[config.mk]
export PLATFORM = sky130hd
export DESIGN_NAME = dss_sequencer
export DESIGN_NICKNAME = d
export VERILOG_FILES = /design/src/dss_pkg.sv /design/src/dss_sequencer.sv
export SDC_FILE = /design/constraint.sdc
export NUM_CORES = 1
export LEC_CHECK = 0
export BUFFER_PORTS_ARGS = -buffer_cell sky130_fd_sc_hd__buf_4
export CAP_MARGIN = 15
export CORE_UTILIZATION = 41
export CTS_CLUSTER_SIZE = 8
export DETAILED_ROUTE_END_ITERATION = 10
export HOLD_SLACK_MARGIN = 0.02
export PLACE_DENSITY = 0.83
export SLEW_MARGIN = 40
export SYNTH_ARGS = -nofsm -noshare
export SYNTH_HDL_FRONTEND = slang
export SYNTH_SLANG_ARGS = --single-unit
[constraint.sdc]
create_clock -name clock_i -period 1.9 [get_ports clock_i]
set_input_delay 0.095 -clock clock_i [delete_from_list [all_inputs] [get_ports clock_i]]
set_output_delay 0.095 -clock clock_i [all_outputs]
set_load 0.05 [all_outputs]
[src/dss_pkg.sv]
package dss_pkg;
  // Command-word bit positions
  localparam int unsigned CW_ON_BIT = 0;
  localparam int unsigned CW_NO_COAST_BIT = 1;
  localparam int unsigned CW_NO_QSTOP_BIT = 2;
  localparam int unsigned CW_RUN_BIT = 3;
  localparam int unsigned CW_RAMP_OUT_BIT = 4;
  localparam int unsigned CW_RAMP_ACC_BIT = 5;
  localparam int unsigned CW_RAMP_IN_BIT = 6;
  localparam int unsigned CW_RESET_BIT = 7;
  localparam int unsigned CW_REMOTE_BIT = 10;
  localparam int unsigned CW_NRAMP_START_BIT = 11;
  localparam int unsigned CW_WIDTH = 16;

  // Profile states; status output carries the encoding
  typedef enum logic [3:0] {
    DSS_ON_INHIBIT,
    DSS_OFF,
    DSS_RDY_ON,
    DSS_RDY_RUN,
    DSS_RDY_REF,
    DSS_RAMP_STOP,
    DSS_COAST_STOP,
    DSS_QUICK_STOP,
    DSS_FAULT
  } dss_state_t;

  localparam dss_state_t DSS_RESET_STATE = DSS_ON_INHIBIT;
  localparam logic [3:0] DSS_STATE_RESET_CODE = 4'h0;
endpackage

[src/dss_sequencer.sv]
// Notes on behaviour
// - Emergency stops and trip end in inhibit.
// - Leave inhibit only after on seen low.
// - Off holds until stops clear, remote set.
// - Ready-to-on: flux on, pulses inhibited.
// - Run enables controllers; advance when ready.
// - Operation enabled tracks controller references.
// - Ramp output withdrawn clamps ramp to zero.
// - Ramp acceleration runs or holds.
// - Operating status releases ramp input.
// - On removed: ramp stop, speed zero, off.
// - Coast stop removes voltage, then inhibit.
// - Quick stop decelerates, then inhibit.
// - Trip holds until reset rising edge.
// - Bit 11 starts and stops by ramp.
// - Run permit low coasts the drive.
module dss_sequencer
  import dss_pkg::*;
(
  input wire logic clock_i, // 125 MHz clock
  input wire logic rst_b_i, // Sync reset, active low
  input wire logic [dss_pkg::CW_WIDTH-1:0] cw_i, // Command word block
  input wire logic fault_i, // Fault indication
  input wire logic ctrl_ready_i, // All internal controllers ready
  input wire logic zero_speed_i, // Speed has reached zero
  output logic [3:0] state_o, // Encoded state
  output logic flux_en_o, // Flux enable
  output logic pulses_en_o, // Stator switching pulses enable
  output logic ctrl_en_o, // Internal controllers enable
  output logic ref_track_o, // Following external references
  output logic ramp_clamp_o, // Ramp output forced to zero
  output logic ramp_hold_o, // Ramp frozen
  output logic ramp_in_rel_o, // Ramp input released
  output logic ramp_stop_o, // Decelerating on stop ramp
  output logic quick_stop_active_o, // Emergency deceleration
  output logic coast_stop_active_o, // Output voltage removed
  output logic fault_latched_o // Fault_latched
);
  import dss_pkg::*;

  dss_state_t state_q, state_d;
  logic rst_cmd_q, rst_cmd_d;
  logic flux_d, pulses_d, ctrl_d, track_d, clamp_d, hold_d, inrel_d;

  // Decoded commands; bits 1 and 2 are active low
  logic on_cmd, coast_req, qstop_req, run_permit, remote, reset_rise;
  assign on_cmd = cw_i[CW_ON_BIT] | cw_i[CW_NRAMP_START_BIT];
  assign coast_req = ~cw_i[CW_NO_COAST_BIT];
  assign qstop_req = ~cw_i[CW_NO_QSTOP_BIT];
  assign run_permit = cw_i[CW_RUN_BIT];
  assign remote = cw_i[CW_REMOTE_BIT];
  assign reset_rise = cw_i[CW_RESET_BIT] & ~rst_cmd_q;

  // Next state; fault first, then coast, quick stop, ramp stop
  always_comb begin
    state_d = state_q;
    rst_cmd_d = cw_i[CW_RESET_BIT];
    if (fault_i && state_q != DSS_FAULT) begin
      state_d = DSS_FAULT;
    end else begin
      unique case (state_q)
        DSS_ON_INHIBIT: begin
          if (!on_cmd) state_d = DSS_OFF;
        end
        DSS_OFF: begin
          if (!coast_req && !qstop_req && remote) state_d = DSS_RDY_ON;
        end
        DSS_FAULT: begin
          if (reset_rise && !fault_i) state_d = DSS_ON_INHIBIT;
        end
        DSS_COAST_STOP: state_d = DSS_ON_INHIBIT;
        DSS_QUICK_STOP: begin
          if (coast_req) state_d = DSS_COAST_STOP;
          else if (zero_speed_i) state_d = DSS_ON_INHIBIT;
        end
        default: begin
          // Operating states share the stop priority
          if (coast_req) begin
            state_d = DSS_COAST_STOP;
          end else if (qstop_req) begin
            state_d = DSS_QUICK_STOP;
          end else if (state_q == DSS_RAMP_STOP) begin
            if (zero_speed_i) state_d = DSS_OFF;
          end else if (!on_cmd) begin
            state_d = DSS_RAMP_STOP;
          end else if (!run_permit) begin
            state_d = DSS_RDY_ON; // coast to ready, no ramp
          end else if (state_q == DSS_RDY_ON) begin
            state_d = DSS_RDY_RUN;
          end else if (state_q == DSS_RDY_RUN && ctrl_ready_i) begin
            state_d = DSS_RDY_REF;
          end
        end
      endcase
    end
  end

  // Outputs follow the next state so they change with the transition
  always_comb begin
    flux_d = state_d inside {DSS_RDY_ON, DSS_RDY_RUN, DSS_RDY_REF,
                             DSS_RAMP_STOP, DSS_QUICK_STOP};
    pulses_d = state_d inside {DSS_RDY_REF, DSS_RAMP_STOP, DSS_QUICK_STOP};
    ctrl_d = state_d inside {DSS_RDY_RUN, DSS_RDY_REF, DSS_RAMP_STOP,
                             DSS_QUICK_STOP};
    track_d = (state_d == DSS_RDY_REF);
    // Stops force ramp output to zero so the drive decelerates
    clamp_d = !track_d || !cw_i[CW_RAMP_OUT_BIT];
    hold_d = track_d && cw_i[CW_RAMP_OUT_BIT] && !cw_i[CW_RAMP_ACC_BIT];
    inrel_d = track_d && cw_i[CW_RAMP_OUT_BIT] && cw_i[CW_RAMP_ACC_BIT]
              && cw_i[CW_RAMP_IN_BIT];
  end

  // Registers; outputs come straight from flops
  always_ff @(posedge clock_i) begin
    if (!rst_b_i) begin
      state_q <= DSS_RESET_STATE;
      rst_cmd_q <= 1'b0;
      state_o <= DSS_STATE_RESET_CODE;
      flux_en_o <= 1'b0;
      pulses_en_o <= 1'b0;
      ctrl_en_o <= 1'b0;
      ref_track_o <= 1'b0;
      ramp_clamp_o <= 1'b1;
      ramp_hold_o <= 1'b0;
      ramp_in_rel_o <= 1'b0;
      ramp_stop_o <= 1'b0;
      quick_stop_active_o <= 1'b0;
      coast_stop_active_o <= 1'b0;
      fault_latched_o <= 1'b0;
    end else begin
      state_q <= state_d;
      rst_cmd_q <= rst_cmd_d;
      state_o <= state_d;
      flux_en_o <= flux_d;
      pulses_en_o <= pulses_d;
      ctrl_en_o <= ctrl_d;
      ref_track_o <= track_d;
      ramp_clamp_o <= clamp_d;
      ramp_hold_o <= hold_d;
      ramp_in_rel_o <= inrel_d;
      ramp_stop_o <= (state_d == DSS_RAMP_STOP);
      quick_stop_active_o <= (state_d == DSS_QUICK_STOP);
      coast_stop_active_o <= (state_d == DSS_COAST_STOP);
      fault_latched_o <= (state_d == DSS_FAULT);
    end
  end

  // Checks
  AST_INHIBIT_NEEDS_ON_LOW: assert property (@(posedge clock_i) disable iff (!rst_b_i)
    (state_q == DSS_ON_INHIBIT && !fault_i && on_cmd) |=> state_q == DSS_ON_INHIBIT)
    else $error("inhibit left with on command high");
  AST_OFF_TO_RDY: assert property (@(posedge clock_i) disable iff (!rst_b_i)
    (state_q == DSS_OFF && !fault_i && !coast_req && !qstop_req && remote)
    |=> state_q == DSS_RDY_ON) else $error("off did not advance");
  AST_OFF_HOLD: assert property (@(posedge clock_i) disable iff (!rst_b_i)
    (state_q == DSS_OFF && !fault_i && (coast_req || qstop_req)) |=> state_q == DSS_OFF)
    else $error("off left with stop active");
  AST_FLUX_NO_PULSE: assert property (@(posedge clock_i) disable iff (!rst_b_i)
    state_o == DSS_RDY_ON |-> flux_en_o && !pulses_en_o)
    else $error("ready-to-on outputs wrong");
  AST_REF_NEEDS_READY: assert property (@(posedge clock_i) disable iff (!rst_b_i)
    (state_q == DSS_RDY_REF && $past(state_q) == DSS_RDY_RUN) |-> $past(ctrl_ready_i))
    else $error("enabled without ready");
  AST_CLAMP: assert property (@(posedge clock_i) disable iff (!rst_b_i)
    (state_d == DSS_RDY_REF && !cw_i[CW_RAMP_OUT_BIT]) |=> ramp_clamp_o && ctrl_en_o)
    else $error("ramp not clamped");
  AST_COAST_PRIO: assert property (@(posedge clock_i) disable iff (!rst_b_i)
    (state_q == DSS_RDY_REF && !fault_i && coast_req && qstop_req)
    |=> state_q == DSS_COAST_STOP ##1 state_q == DSS_ON_INHIBIT)
    else $error("coast priority lost");
  AST_COAST_NO_PULSE: assert property (@(posedge clock_i) disable iff (!rst_b_i)
    coast_stop_active_o |-> !pulses_en_o && !flux_en_o)
    else $error("voltage during coast");
  AST_FAULT_HOLD: assert property (@(posedge clock_i) disable iff (!rst_b_i)
    (state_q == DSS_FAULT && !reset_rise) |=> state_q == DSS_FAULT)
    else $error("fault left without reset edge");
  AST_STATE_OUT: assert property (@(posedge clock_i) disable iff (!rst_b_i)
    ##1 state_o == state_q) else $error("state code stale");

  // Start-up path; a lingering on command must never restart the drive
  AST_INHIBIT_TO_OFF: assert property (@(posedge clock_i) disable iff (!rst_b_i)
    (state_q == DSS_ON_INHIBIT && !fault_i && !on_cmd) |=> state_q == DSS_OFF)
    else $error("inhibit did not move to off");
  AST_OFF_NEEDS_REMOTE: assert property (@(posedge clock_i) disable iff (!rst_b_i)
    (state_q == DSS_OFF && !fault_i && !remote) |=> state_q == DSS_OFF)
    else $error("off left without remote permission");
  AST_RDY_ON_TO_RUN: assert property (@(posedge clock_i) disable iff (!rst_b_i)
    (state_q == DSS_RDY_ON && !fault_i && !coast_req && !qstop_req && on_cmd && run_permit)
    |=> state_q == DSS_RDY_RUN) else $error("run command not taken");
  AST_RDY_ON_NO_RUN: assert property (@(posedge clock_i) disable iff (!rst_b_i)
    (state_q == DSS_RDY_ON && !fault_i && !coast_req && !qstop_req && on_cmd && !run_permit)
    |=> state_q == DSS_RDY_ON) else $error("ready left without run permit");
  AST_RUN_WAITS_READY: assert property (@(posedge clock_i) disable iff (!rst_b_i)
    (state_q == DSS_RDY_RUN && !fault_i && !coast_req && !qstop_req && on_cmd
     && run_permit && !ctrl_ready_i) |=> state_q == DSS_RDY_RUN)
    else $error("operation enabled before controllers ready");
  AST_START_BY_BIT11: assert property (@(posedge clock_i) disable iff (!rst_b_i)
    (state_q == DSS_RDY_ON && !fault_i && !coast_req && !qstop_req && !cw_i[CW_ON_BIT]
     && cw_i[CW_NRAMP_START_BIT] && run_permit) |=> state_q == DSS_RDY_RUN)
    else $error("normal ramp start ignored");

  // Stops; priority is checked from every operating state
  AST_OPER_COAST: assert property (@(posedge clock_i) disable iff (!rst_b_i)
    (state_q inside {DSS_RDY_ON, DSS_RDY_RUN, DSS_RDY_REF, DSS_RAMP_STOP} && !fault_i
     && coast_req) |=> state_q == DSS_COAST_STOP)
    else $error("coast stop not entered");
  AST_OPER_QSTOP: assert property (@(posedge clock_i) disable iff (!rst_b_i)
    (state_q inside {DSS_RDY_ON, DSS_RDY_RUN, DSS_RDY_REF, DSS_RAMP_STOP} && !fault_i
     && !coast_req && qstop_req) |=> state_q == DSS_QUICK_STOP)
    else $error("quick stop not entered");
  AST_ON_LOW_RAMPS: assert property (@(posedge clock_i) disable iff (!rst_b_i)
    (state_q inside {DSS_RDY_ON, DSS_RDY_RUN, DSS_RDY_REF} && !fault_i && !coast_req
     && !qstop_req && !on_cmd) |=> state_q == DSS_RAMP_STOP)
    else $error("ramp stop not entered");
  AST_RUN_DROP: assert property (@(posedge clock_i) disable iff (!rst_b_i)
    (state_q inside {DSS_RDY_RUN, DSS_RDY_REF} && !fault_i && !coast_req && !qstop_req
     && on_cmd && !run_permit) |=> state_q == DSS_RDY_ON)
    else $error("run permit drop not taken");
  AST_RAMP_STOP_WAIT: assert property (@(posedge clock_i) disable iff (!rst_b_i)
    (state_q == DSS_RAMP_STOP && !fault_i && !coast_req && !qstop_req && !zero_speed_i)
    |=> state_q == DSS_RAMP_STOP) else $error("ramp stop left above zero speed");
  AST_RAMP_STOP_DONE: assert property (@(posedge clock_i) disable iff (!rst_b_i)
    (state_q == DSS_RAMP_STOP && !fault_i && !coast_req && !qstop_req && zero_speed_i)
    |=> state_q == DSS_OFF) else $error("ramp stop did not end in off");
  AST_COAST_TO_INHIBIT: assert property (@(posedge clock_i) disable iff (!rst_b_i)
    (state_q == DSS_COAST_STOP && !fault_i) |=> state_q == DSS_ON_INHIBIT)
    else $error("coast stop did not end in inhibit");
  AST_QSTOP_TO_COAST: assert property (@(posedge clock_i) disable iff (!rst_b_i)
    (state_q == DSS_QUICK_STOP && !fault_i && coast_req) |=> state_q == DSS_COAST_STOP)
    else $error("coast did not override quick stop");
  AST_QSTOP_WAIT: assert property (@(posedge clock_i) disable iff (!rst_b_i)
    (state_q == DSS_QUICK_STOP && !fault_i && !coast_req && !zero_speed_i)
    |=> state_q == DSS_QUICK_STOP) else $error("quick stop left above zero speed");
  AST_QSTOP_DONE: assert property (@(posedge clock_i) disable iff (!rst_b_i)
    (state_q == DSS_QUICK_STOP && !fault_i && !coast_req && zero_speed_i)
    |=> state_q == DSS_ON_INHIBIT) else $error("quick stop did not end in inhibit");

  // Faults win over every command
  AST_FAULT_ENTRY: assert property (@(posedge clock_i) disable iff (!rst_b_i)
    fault_i |=> state_q == DSS_FAULT)
    else $error("fault not latched");
  AST_FAULT_EXIT: assert property (@(posedge clock_i) disable iff (!rst_b_i)
    (state_q == DSS_FAULT && reset_rise && !fault_i) |=> state_q == DSS_ON_INHIBIT)
    else $error("reset edge did not clear fault");

  // Output levels; all come from the same next state, so they agree every cycle
  AST_IDLE_NO_DRIVE: assert property (@(posedge clock_i) disable iff (!rst_b_i)
    (state_q inside {DSS_ON_INHIBIT, DSS_OFF, DSS_COAST_STOP, DSS_FAULT})
    |-> !flux_en_o && !pulses_en_o && !ctrl_en_o) else $error("drive active while idle");
  AST_PULSES_NEED_CTRL: assert property (@(posedge clock_i) disable iff (!rst_b_i)
    pulses_en_o |-> ctrl_en_o && flux_en_o)
    else $error("pulses without controllers");
  AST_QSTOP_KEEPS_CTRL: assert property (@(posedge clock_i) disable iff (!rst_b_i)
    quick_stop_active_o |-> ctrl_en_o && pulses_en_o)
    else $error("quick stop lost control");
  AST_TRACK_ONLY_REF: assert property (@(posedge clock_i) disable iff (!rst_b_i)
    ref_track_o == (state_q == DSS_RDY_REF))
    else $error("reference tracking outside operation");
  AST_RAMP_HOLD: assert property (@(posedge clock_i) disable iff (!rst_b_i)
    (state_d == DSS_RDY_REF && cw_i[CW_RAMP_OUT_BIT] && !cw_i[CW_RAMP_ACC_BIT])
    |=> ramp_hold_o && !ramp_clamp_o) else $error("ramp not held");
  AST_IN_RELEASE: assert property (@(posedge clock_i) disable iff (!rst_b_i)
    (state_d == DSS_RDY_REF && cw_i[CW_RAMP_OUT_BIT] && cw_i[CW_RAMP_ACC_BIT]
     && cw_i[CW_RAMP_IN_BIT]) |=> ramp_in_rel_o && !ramp_hold_o)
    else $error("ramp input not released");
  AST_NO_RELEASE_IDLE: assert property (@(posedge clock_i) disable iff (!rst_b_i)
    !ref_track_o |-> ramp_clamp_o && !ramp_in_rel_o && !ramp_hold_o)
    else $error("ramp active outside operation");
  AST_RAMP_FLAG: assert property (@(posedge clock_i) disable iff (!rst_b_i)
    ramp_stop_o == (state_q == DSS_RAMP_STOP))
    else $error("ramp stop flag wrong");
  AST_QSTOP_FLAG: assert property (@(posedge clock_i) disable iff (!rst_b_i)
    quick_stop_active_o == (state_q == DSS_QUICK_STOP))
    else $error("quick stop flag wrong");
  AST_COAST_FLAG: assert property (@(posedge clock_i) disable iff (!rst_b_i)
    coast_stop_active_o == (state_q == DSS_COAST_STOP))
    else $error("coast flag wrong");
  AST_FAULT_FLAG: assert property (@(posedge clock_i) disable iff (!rst_b_i)
    fault_latched_o == (state_q == DSS_FAULT))
    else $error("fault flag wrong");
  AST_STOP_FLAGS_ONEHOT: assert property (@(posedge clock_i) disable iff (!rst_b_i)
    $onehot0({ramp_stop_o, quick_stop_active_o, coast_stop_active_o, fault_latched_o}))
    else $error("several stop flags at once");

  // Main scenarios
  COV_HOLD: cover property (@(posedge clock_i) ramp_hold_o);
  COV_RUN: cover property (@(posedge clock_i) state_q == DSS_RDY_REF);
  COV_RAMP_STOP: cover property (@(posedge clock_i)
    state_q == DSS_RAMP_STOP ##1 state_q == DSS_OFF);
  COV_QSTOP: cover property (@(posedge clock_i)
    state_q == DSS_QUICK_STOP ##1 state_q == DSS_ON_INHIBIT);
  COV_FAULT_OUT: cover property (@(posedge clock_i)
    state_q == DSS_FAULT ##1 state_q == DSS_ON_INHIBIT);
endmodule

==> flow_summary.ini, run 1 <==
[layout]
final_common_cell = buf_4
area.sequential_um2 = 333
diodes = 0
final_area_um2 = 1230
fin_util_pct = 68.5
mostFrequentLayoutCells = buf_4 (43), dfxtp_1 (12), nor2_1 (8)
multiInputGateArea_um2 = 475
nNetsFinal = 155
nFillCells = 146
syn_to_final_growth_pct = 50.9
drive_above_1_share_pct = 45.1

[cts]
clockRootBuffer = clkbuf_4
htree_levels = 1
clock_latency_ns = 0.28
cts_inserted_buffers = 3
clock_path_buffers = 2
cts_tree = yes
cts.sinks = 16
clk_pin_slew_ns = 0.09

[timing]
finalCritPeriodShare_pct = 101
fmax_mhz = 522
tns_ns = -0.0160
worst_pin_slew_ns = 0.311
rsz0062_at_grt = yes
finalClockSkew_ns = 0.00355
setup_viol = 1
min_period_ns = 1.92
maxSlewHeadroom_pct = 79.1
hold_viol_final = 0
layout_setup_ws_ns = -0.0160
drv_slew = 0

[yosys]
netlist_area_um2 = 818
synth_compound_area_share_pct = 23.9
synthAdderAreaFrac_pct = 0
ys_async_sr_fraction_pct = 0
synth-seq-area-share_pct = 39.1
synth_ff_type = dfxtp_1
yosysWarnings = 0
synth_nets = 108
synth_xor_area_share_pct = 0
muxShareOfSynthArea_pct = 1.22
synth_top_family_by_area = simple AND/OR/NAND/NOR gates
synth_seq_cells = 16
synth_cell_types = 42
syn_avg_cell_area_um2 = 9.41
synth-simple-area-share_pct = 30.6
syn_inst = 87
synth_edf_count = 0

[detailed_routing]
vias = 862
drc = 0
wire_per_inst_um = 13.4
via_per_inst = 5.46
drtAntennaViolNets = 0
drtPass1Iterations = 4
dr.first_iter.drc_count = 15
finalWirelength_um = 2130

[place]
routabilityCongestion = 0.900
place_ws_ns = -0.00752
hpwl_um = 1660
io_buffers = 29
post_dp_cell_area_um2 = 1170

[critical_path]
worstPathRequired_ns = 2.13
critical_path_class = reg2reg
end_kind = flop
crit_arrival_ns = 2.15
worstSetupStartpointType = flop
crit_fanout = 4

[hold_path]
hold_class = in2reg

[grt]
grt_pass1_vias = 771
grt_first_pass_wirelength_um = 3270
antenna_found_initial = 0
grt.overflow.total = 0
grt_max_degree = 13
track_usage_pct = 21.6

[die]
die_w_um = 46.7
io_pins = 36
rows = 15
die_height_um = 46.7
start_util_pct = 45.4
die-area_um2 = 2180
core_um2 = 1800

[run_status]
violations = negative setup slack
status = finished, violations left

[power_and_ir_drop]
leakage_uw = 0.000564
finalPower_uw = 714
ir_worst_vdd_mv = 0.572
power.density_nw_per_um2 = 578

[run]
cap_violations = 0
==> power by group <==
part | internal, uW | switching [uW]
combinational | 86.9 | 94.0
sequential | 343 | 11.0
clock | 76.2 | 103
total | 506 | 208
==> stage by stage <==
step / instances / hold WS [ns]
after floorplan: 87 / 0.164
after global placement: 151 / 0.284
after detailed placement: 151 / 0.292
after CTS: 158 / 0.0750
after global routing: 158 / 0.0684
final: 158 / 0.0784
==> cell type report <==
type                    instances  area share (%)
well taps                      25            2.53
inverters                       4            1.22
flip-flops and latches         16            27.0
repair buffers                 46            28.7
clock inverters                 1           0.304
clock buffers                   3            1.82
multi-input cells              63            38.5
==> layer usage <==
layer  global-route usage [%]  share of wire (%)  vias up
met2                     38.6                 50       36
met3                     4.71                5.5        2
met5                        0                  0        -
met1                     26.0                 44      404
met4                     5.14               0.66        0
li1                         -                  -      420
==> flip-flops by register name (all words and copies together), names as in the netlist <==
| register | cells |
|---|---|
| quick_stop_active_o | 1 |
| flux_en_o | 1 |
| ref_track_o | 1 |
| fault_latched_o | 1 |
| coast_stop_active_o | 1 |
| state_q | 4 |
| rst_cmd_q | 1 |
| ramp_in_rel_o | 1 |
| ramp_stop_o | 1 |
| ctrl_en_o | 1 |
| pulses_en_o | 1 |
| ramp_clamp_o | 1 |
| ramp_hold_o | 1 |
==> path summary, 6_finish.rpt <==
| kind | start | to | slack [ns] | cells after the start |
|---|---|---|---|---|
| max | state_q[2]$_SDFF_PN0_ | ramp_in_rel_o$_SDFF_PN0_ | -0.02 | 6 |
| min | cw_i[5] | ramp_in_rel_o$_SDFF_PN0_ | 0.08 | 2 |
| max reg2reg | state_q[2]$_SDFF_PN0_ | ramp_in_rel_o$_SDFF_PN0_ | -0.02 | 6 |
| min reg2reg | rst_cmd_q$_SDFF_PN0_ | ctrl_en_o$_SDFF_PN0_ | 0.63 | 4 |
==> cell families (layout without fill, tap and decap cells) <==
logic type	count (synthesis)	count (layout)
flops	16	16
mux	1	1
buf+inv	8	54
compound gates	22	22
simple gates	40	40
==> worst max-delay path: stages, from the launching register on <==
cell	delay, ns
dfxtp_4	0.36
or2_4	0.26
or4b_4	0.53
a21oi_4	0.15
nand2_2	0.07
and4bb_4	0.32
and4_1	0.18
==> repair_timing <==
item / in CTS / in global routing
hold buffers: 2 / 0
hold endpoints to repair: 2 / 0
setup buffers: 1 / 0
gates resized for setup: 0 / 2
pin swaps: 0 / 4
endpoints found under the setup margin: 2 / 7
==> Yosys cell counts, types with 2 or more instances <==
cell,n,share of area (%)
dfxtp_1,16,39
nor2_1,8,3.7
nand2_1,6,2.8
and2_1,4,3.1
inv_1,4,1.8
a21boi_0,3,2.8
nand2b_1,3,2.3
nor3_1,3,1.8
o31ai_1,3,2.8
a31oi_1,2,1.5
nand3_1,2,1.2
nand3b_1,2,1.8
nand4_1,2,1.5
Power figures use the tool's default switching activity.
==> inputs of run 2 (changes only) <==
--- a/config.mk
+++ b/config.mk
@@ -10,9 +10,9 @@
 export CORE_UTILIZATION = 41
 export CTS_CLUSTER_SIZE = 8
 export DETAILED_ROUTE_END_ITERATION = 10
-export HOLD_SLACK_MARGIN = 0.02
 export PLACE_DENSITY = 0.83
 export SLEW_MARGIN = 40
 export SYNTH_ARGS = -nofsm -noshare
 export SYNTH_HDL_FRONTEND = slang
 export SYNTH_SLANG_ARGS = --single-unit
+export TNS_END_PERCENT = 10
==> flow_summary.ini, run 2 (synthesis results as in run 1) <==
[timing]
setup_viol = 3
min_period_ns = 1.96
maxSlewHeadroom_pct = 77.4
fmax_mhz = 511
hold_ws_ns = 0.0252
rsz0062_at_grt = yes
worst_pin_slew_ns = 0.336
finalClockSkew_ns = 0.00552
layout_setup_ws_ns = -0.0571
hold_viol_final = 0
drv_slew = 0
finalCritPeriodShare_pct = 103

[grt]
grt_max_degree = 13
grt.overflow.total = 0
track_usage_pct = 23.0
antenna_found_initial = 0
grt_first_pass_wirelength_um = 3460
grt_pass1_vias = 786

[power_and_ir_drop]
switching_share_pct = 27.8
combPwrFrac_pct = 24.2
ir_worst_vdd_mv = 0.638
leakage_uw = 0.000562
clkPwrFrac_pct = 28.9
power.density_nw_per_um2 = 604
power_frac_seq_pct = 46.9
p_int_uw = 545
switchingPower_uw = 210

[run]
cap_violations = 0

[layout]
syn_to_final_growth_pct = 52.8
largest_reg_flops = 4
regMostFlops = state_q
nFillCells = 153
area.sequential_um2 = 333
mostFrequentLayoutCells = buf_4 (44), dfxtp_1 (12), nor2_1 (8)
fin_util_pct = 69.4
nNetsFinal = 154
drive_above_1_share_pct = 47.7
diodes = 0
multiInputGateArea_um2 = 494
final_common_cell = buf_4

[detailed_routing]
drtAntennaViolNets = 0
finalWirelength_um = 2190
dr.first_iter.drc_count = 28
via_per_inst = 5.50
drtPass1Iterations = 4
vias = 863
wire_per_inst_um = 13.9
drc = 0

[critical_path]
slowest_stage = or4b_4
worstPathRequired_ns = 2.13
crit_fanout = 8
reg2reg_depth = 6
worstSetupStartpointType = flop
crit_chain = or2_4 -> or4b_4 -> a21oi_4 -> nand2_2 -> and4bb_4 -> and4_1
critical_path_class = reg2reg
crit_arrival_ns = 2.18
end_kind = flop
max_stage_delay_ns = 0.53

[place]
routabilityCongestion = 0.845
hpwl_um = 1540
io_buffers = 29

[hold_path]
hold_class = in2reg
hold_depth = 2

[die]
core_um2 = 1800
io_pins = 36
die-area_um2 = 2180
start_util_pct = 45.4
die_w_um = 46.7
rows = 15
die_height_um = 46.7

[cts]
cts.sinks = 16
clockRootBuffer = clkbuf_4
cts_tree = yes
clock_path_buffers = 2
clock_latency_ns = 0.28
htree_levels = 1
clk_pin_slew_ns = 0.09
cts_inserted_buffers = 3

[run_status]
status = finished, violations left
violations = negative setup slack
run 2: final timing paths:
path | from | to | slack [ns]
worst max-delay path | state_q[2]$_SDFF_PN0_ | ramp_in_rel_o$_SDFF_PN0_ | -0.06
worst max register to register | state_q[2]$_SDFF_PN0_ | ramp_in_rel_o$_SDFF_PN0_ | -0.06
worst min register to register | rst_cmd_q$_SDFF_PN0_ | ctrl_en_o$_SDFF_PN0_ | 0.72
worst min-delay path | cw_i[7] | rst_cmd_q$_SDFF_PN0_ | 0.03
run 2: power by group through the flow:
stage	combinational (uW)	clock, uW	sequential, uW
final	183	218	354
after global routing	196	233	356
after CTS	175	225	354
after detailed placement	172	0	362
after global placement	171	0	362
after floorplan	73.3	0	384
run 2: metrics by stage:
step	area [um^2]	setup TNS, ns	total power (uW)	instances	setup slack, ns
after floorplan	845	-0.440	457	87	-0.176
after global placement	1170	-0.00446	532	151	-0.00446
after detailed placement	1170	-0.0152	533	151	-0.0152
after CTS	1220	-0.0349	754	156	-0.0346
after global routing	1250	-0.408	785	157	-0.119
final	1250	-0.109	755	157	-0.0571
run 2: layer usage:
metal	part of all wire, %	GRT usage, %	wire [um]	vias to the layer above
met5	0	0	0	-
met4	0.64	12.0	14	0
li1	-	-	-	418
met2	50	37.8	1100	34
met1	43	29.2	943	409
met3	6.1	2.75	133	2
run 2: area by class of cell:
type,count,share of cell area (%)
inverters,4,1.20
multi-input cells,63,39.5
well taps,25,2.50
flip-flops and latches,16,26.6
repair buffers,45,27.2
clock buffers,4,2.90
run 2: worst max-delay path: cells and delay by family (launching register included):
family | cells | cell delay, ns
AO/OA/AOI/OAI | 1 | 0.17
flip-flops | 1 | 0.38
AND/OR/NAND/NOR | 5 | 1.36
run 2: timing repair:
action | 4_1_cts | 5_1_grt
pin swaps | 0 | 5
hold endpoints to repair | 1 | 0
hold buffers | 1 | 0
gates resized for setup | 1 | 4
endpoints found under the setup margin | 3 | 10
setup buffers | 0 | 1
==> inputs of run 3 (changes only) <==
--- a/config.mk
+++ b/config.mk
@@ -5,12 +5,13 @@
 export SDC_FILE = /design/constraint.sdc
 export NUM_CORES = 1
 export LEC_CHECK = 0
+export ABC_CLOCK_PERIOD_IN_PS = 1900
 export BUFFER_PORTS_ARGS = -buffer_cell sky130_fd_sc_hd__buf_4
-export CAP_MARGIN = 15
 export CORE_UTILIZATION = 41
 export CTS_CLUSTER_SIZE = 8
 export DETAILED_ROUTE_END_ITERATION = 10
 export PLACE_DENSITY = 0.83
+export SETUP_SLACK_MARGIN = 0.4
 export SLEW_MARGIN = 40
 export SYNTH_ARGS = -nofsm -noshare
 export SYNTH_HDL_FRONTEND = slang
==> flow_summary.ini, run 3 (synthesis results as in run 1) <==
[die]
die_w_um = 46.7
die-area_um2 = 2180
core_um2 = 1800
start_util_pct = 45.4
die_height_um = 46.7
io_pins = 36
rows = 15

[cts]
clock_latency_ns = 0.29
clock_path_buffers = 2
clockRootBuffer = clkbuf_4
cts_tree = yes
cts_inserted_buffers = 3
cts.sinks = 16
clk_pin_slew_ns = 0.09
htree_levels = 1

[detailed_routing]
wire_per_inst_um = 14.8
drc = 0
finalWirelength_um = 2310
dr.first_iter.drc_count = 10
drtAntennaViolNets = 0
vias = 864
via_per_inst = 5.54
drtPass1Iterations = 4

[power_and_ir_drop]
power.density_nw_per_um2 = 612
finalPower_uw = 760
leakage_uw = 0.000561
ir_worst_vdd_mv = 0.638

[timing]
maxSlewHeadroom_pct = 77.9
rsz0062_at_grt = yes
finalClockSkew_ns = 0.00518
layout_setup_ws_ns = -0.0780
finalCritPeriodShare_pct = 104
drv_slew = 0
fmax_mhz = 506
worst_pin_slew_ns = 0.328
hold_viol_final = 0
min_period_ns = 1.98
setup_viol = 2

[layout]
final_common_cell = buf_4
regMostFlops = state_q
mostFrequentLayoutCells = buf_4 (41), dfxtp_1 (12), nor2_1 (8)
nFillCells = 149
fin_util_pct = 68.9
largest_reg_flops = 4
diodes = 0
nNetsFinal = 153
syn_to_final_growth_pct = 51.7
drive_above_1_share_pct = 47.3

[place]
place_ws_ns = -0.0152
hpwl_um = 1540
io_buffers = 29
routabilityCongestion = 0.845

[critical_path]
max_stage_delay_ns = 0.53
worstSetupStartpointType = flop
path_buf_inv = 0
slowest_stage = or4b_4
end_kind = flop
cpLargestDelayFamily = simple AND/OR/NAND/NOR gates
worstPathRequired_ns = 2.13
critical_path_class = reg2reg
crit_arrival_ns = 2.21
crit_fanout = 8
crit_chain = or2_4 -> or4b_4 -> a21oi_4 -> nand2_2 -> and4bb_4 -> and4_1

[grt]
grt_max_degree = 13
grt.overflow.total = 0
antenna_found_initial = 0
grt_pass1_vias = 827
grt_first_pass_wirelength_um = 3660
track_usage_pct = 23.9

[run]
cap_violations = 0

[run_status]
violations = negative setup slack
status = finished, violations left

[hold_path]
hold_class = in2reg
## run 3: through the flow
step | cell area (um^2) | TNS, ns | hold WS (ns) | std cells
after floorplan | 845 | -0.440 | 0.157 | 87
after global placement | 1170 | -0.00446 | 0.271 | 151
after detailed placement | 1170 | -0.0152 | 0.276 | 151
after CTS | 1230 | -0.0337 | 0.0119 | 156
after global routing | 1240 | -0.417 | 0.0411 | 156
final | 1240 | -0.107 | 0.0304 | 156
## run 3: final timing paths
| check | to | slack (ns) | depth (start not counted) | start |
|---|---|---|---|---|
| worst max register to register | ramp_in_rel_o$_SDFF_PN0_ | -0.08 | 6 | state_q[2]$_SDFF_PN0_ |
| worst min-delay path | rst_cmd_q$_SDFF_PN0_ | 0.03 | 2 | cw_i[7] |
| worst max-delay path | ramp_in_rel_o$_SDFF_PN0_ | -0.08 | 6 | state_q[2]$_SDFF_PN0_ |
| worst min register to register | ctrl_en_o$_SDFF_PN0_ | 0.75 | 5 | rst_cmd_q$_SDFF_PN0_ |
## run 3: power breakdown
part,internal (uW),switching [uW],total (uW),leakage (uW)
logic,86.5,97.3,184,0.000407
registers,342,11.8,354,0.000133
clock network,117,106,223,0.0000210
## run 3: repair_timing
item | CTS | global route
gates resized for setup | 5 | 2
setup endpoints to repair | 15 | 15
hold endpoints to repair | 1 | 0
hold buffers | 1 | 0
pin swaps | 7 | 2
setup buffers | 0 | 0
## run 3: layout make-up
class                           count  area, um^2  share of cell area (%)
Tap cell                           25        31.3                    2.52
Timing Repair Buffer               44         340                    27.4
Clock buffer                        4        36.3                    2.92
Sequential cell                    16         335                    27.0
Multi-Input combinational cell     63         483                    38.9
Inverter                            4        15.0                    1.21
## run 3: per-layer routing
| metal | GRT usage [%] | share of wire [%] | up-vias |
|---|---|---|---|
| met3 | 2.75 | 4.6 | 8 |
| li1 | - | - | 415 |
| met5 | 0 | 0 | - |
| met2 | 40.3 | 50 | 25 |
| met4 | 12.0 | 2.4 | 0 |
| met1 | 29.7 | 43 | 416 |
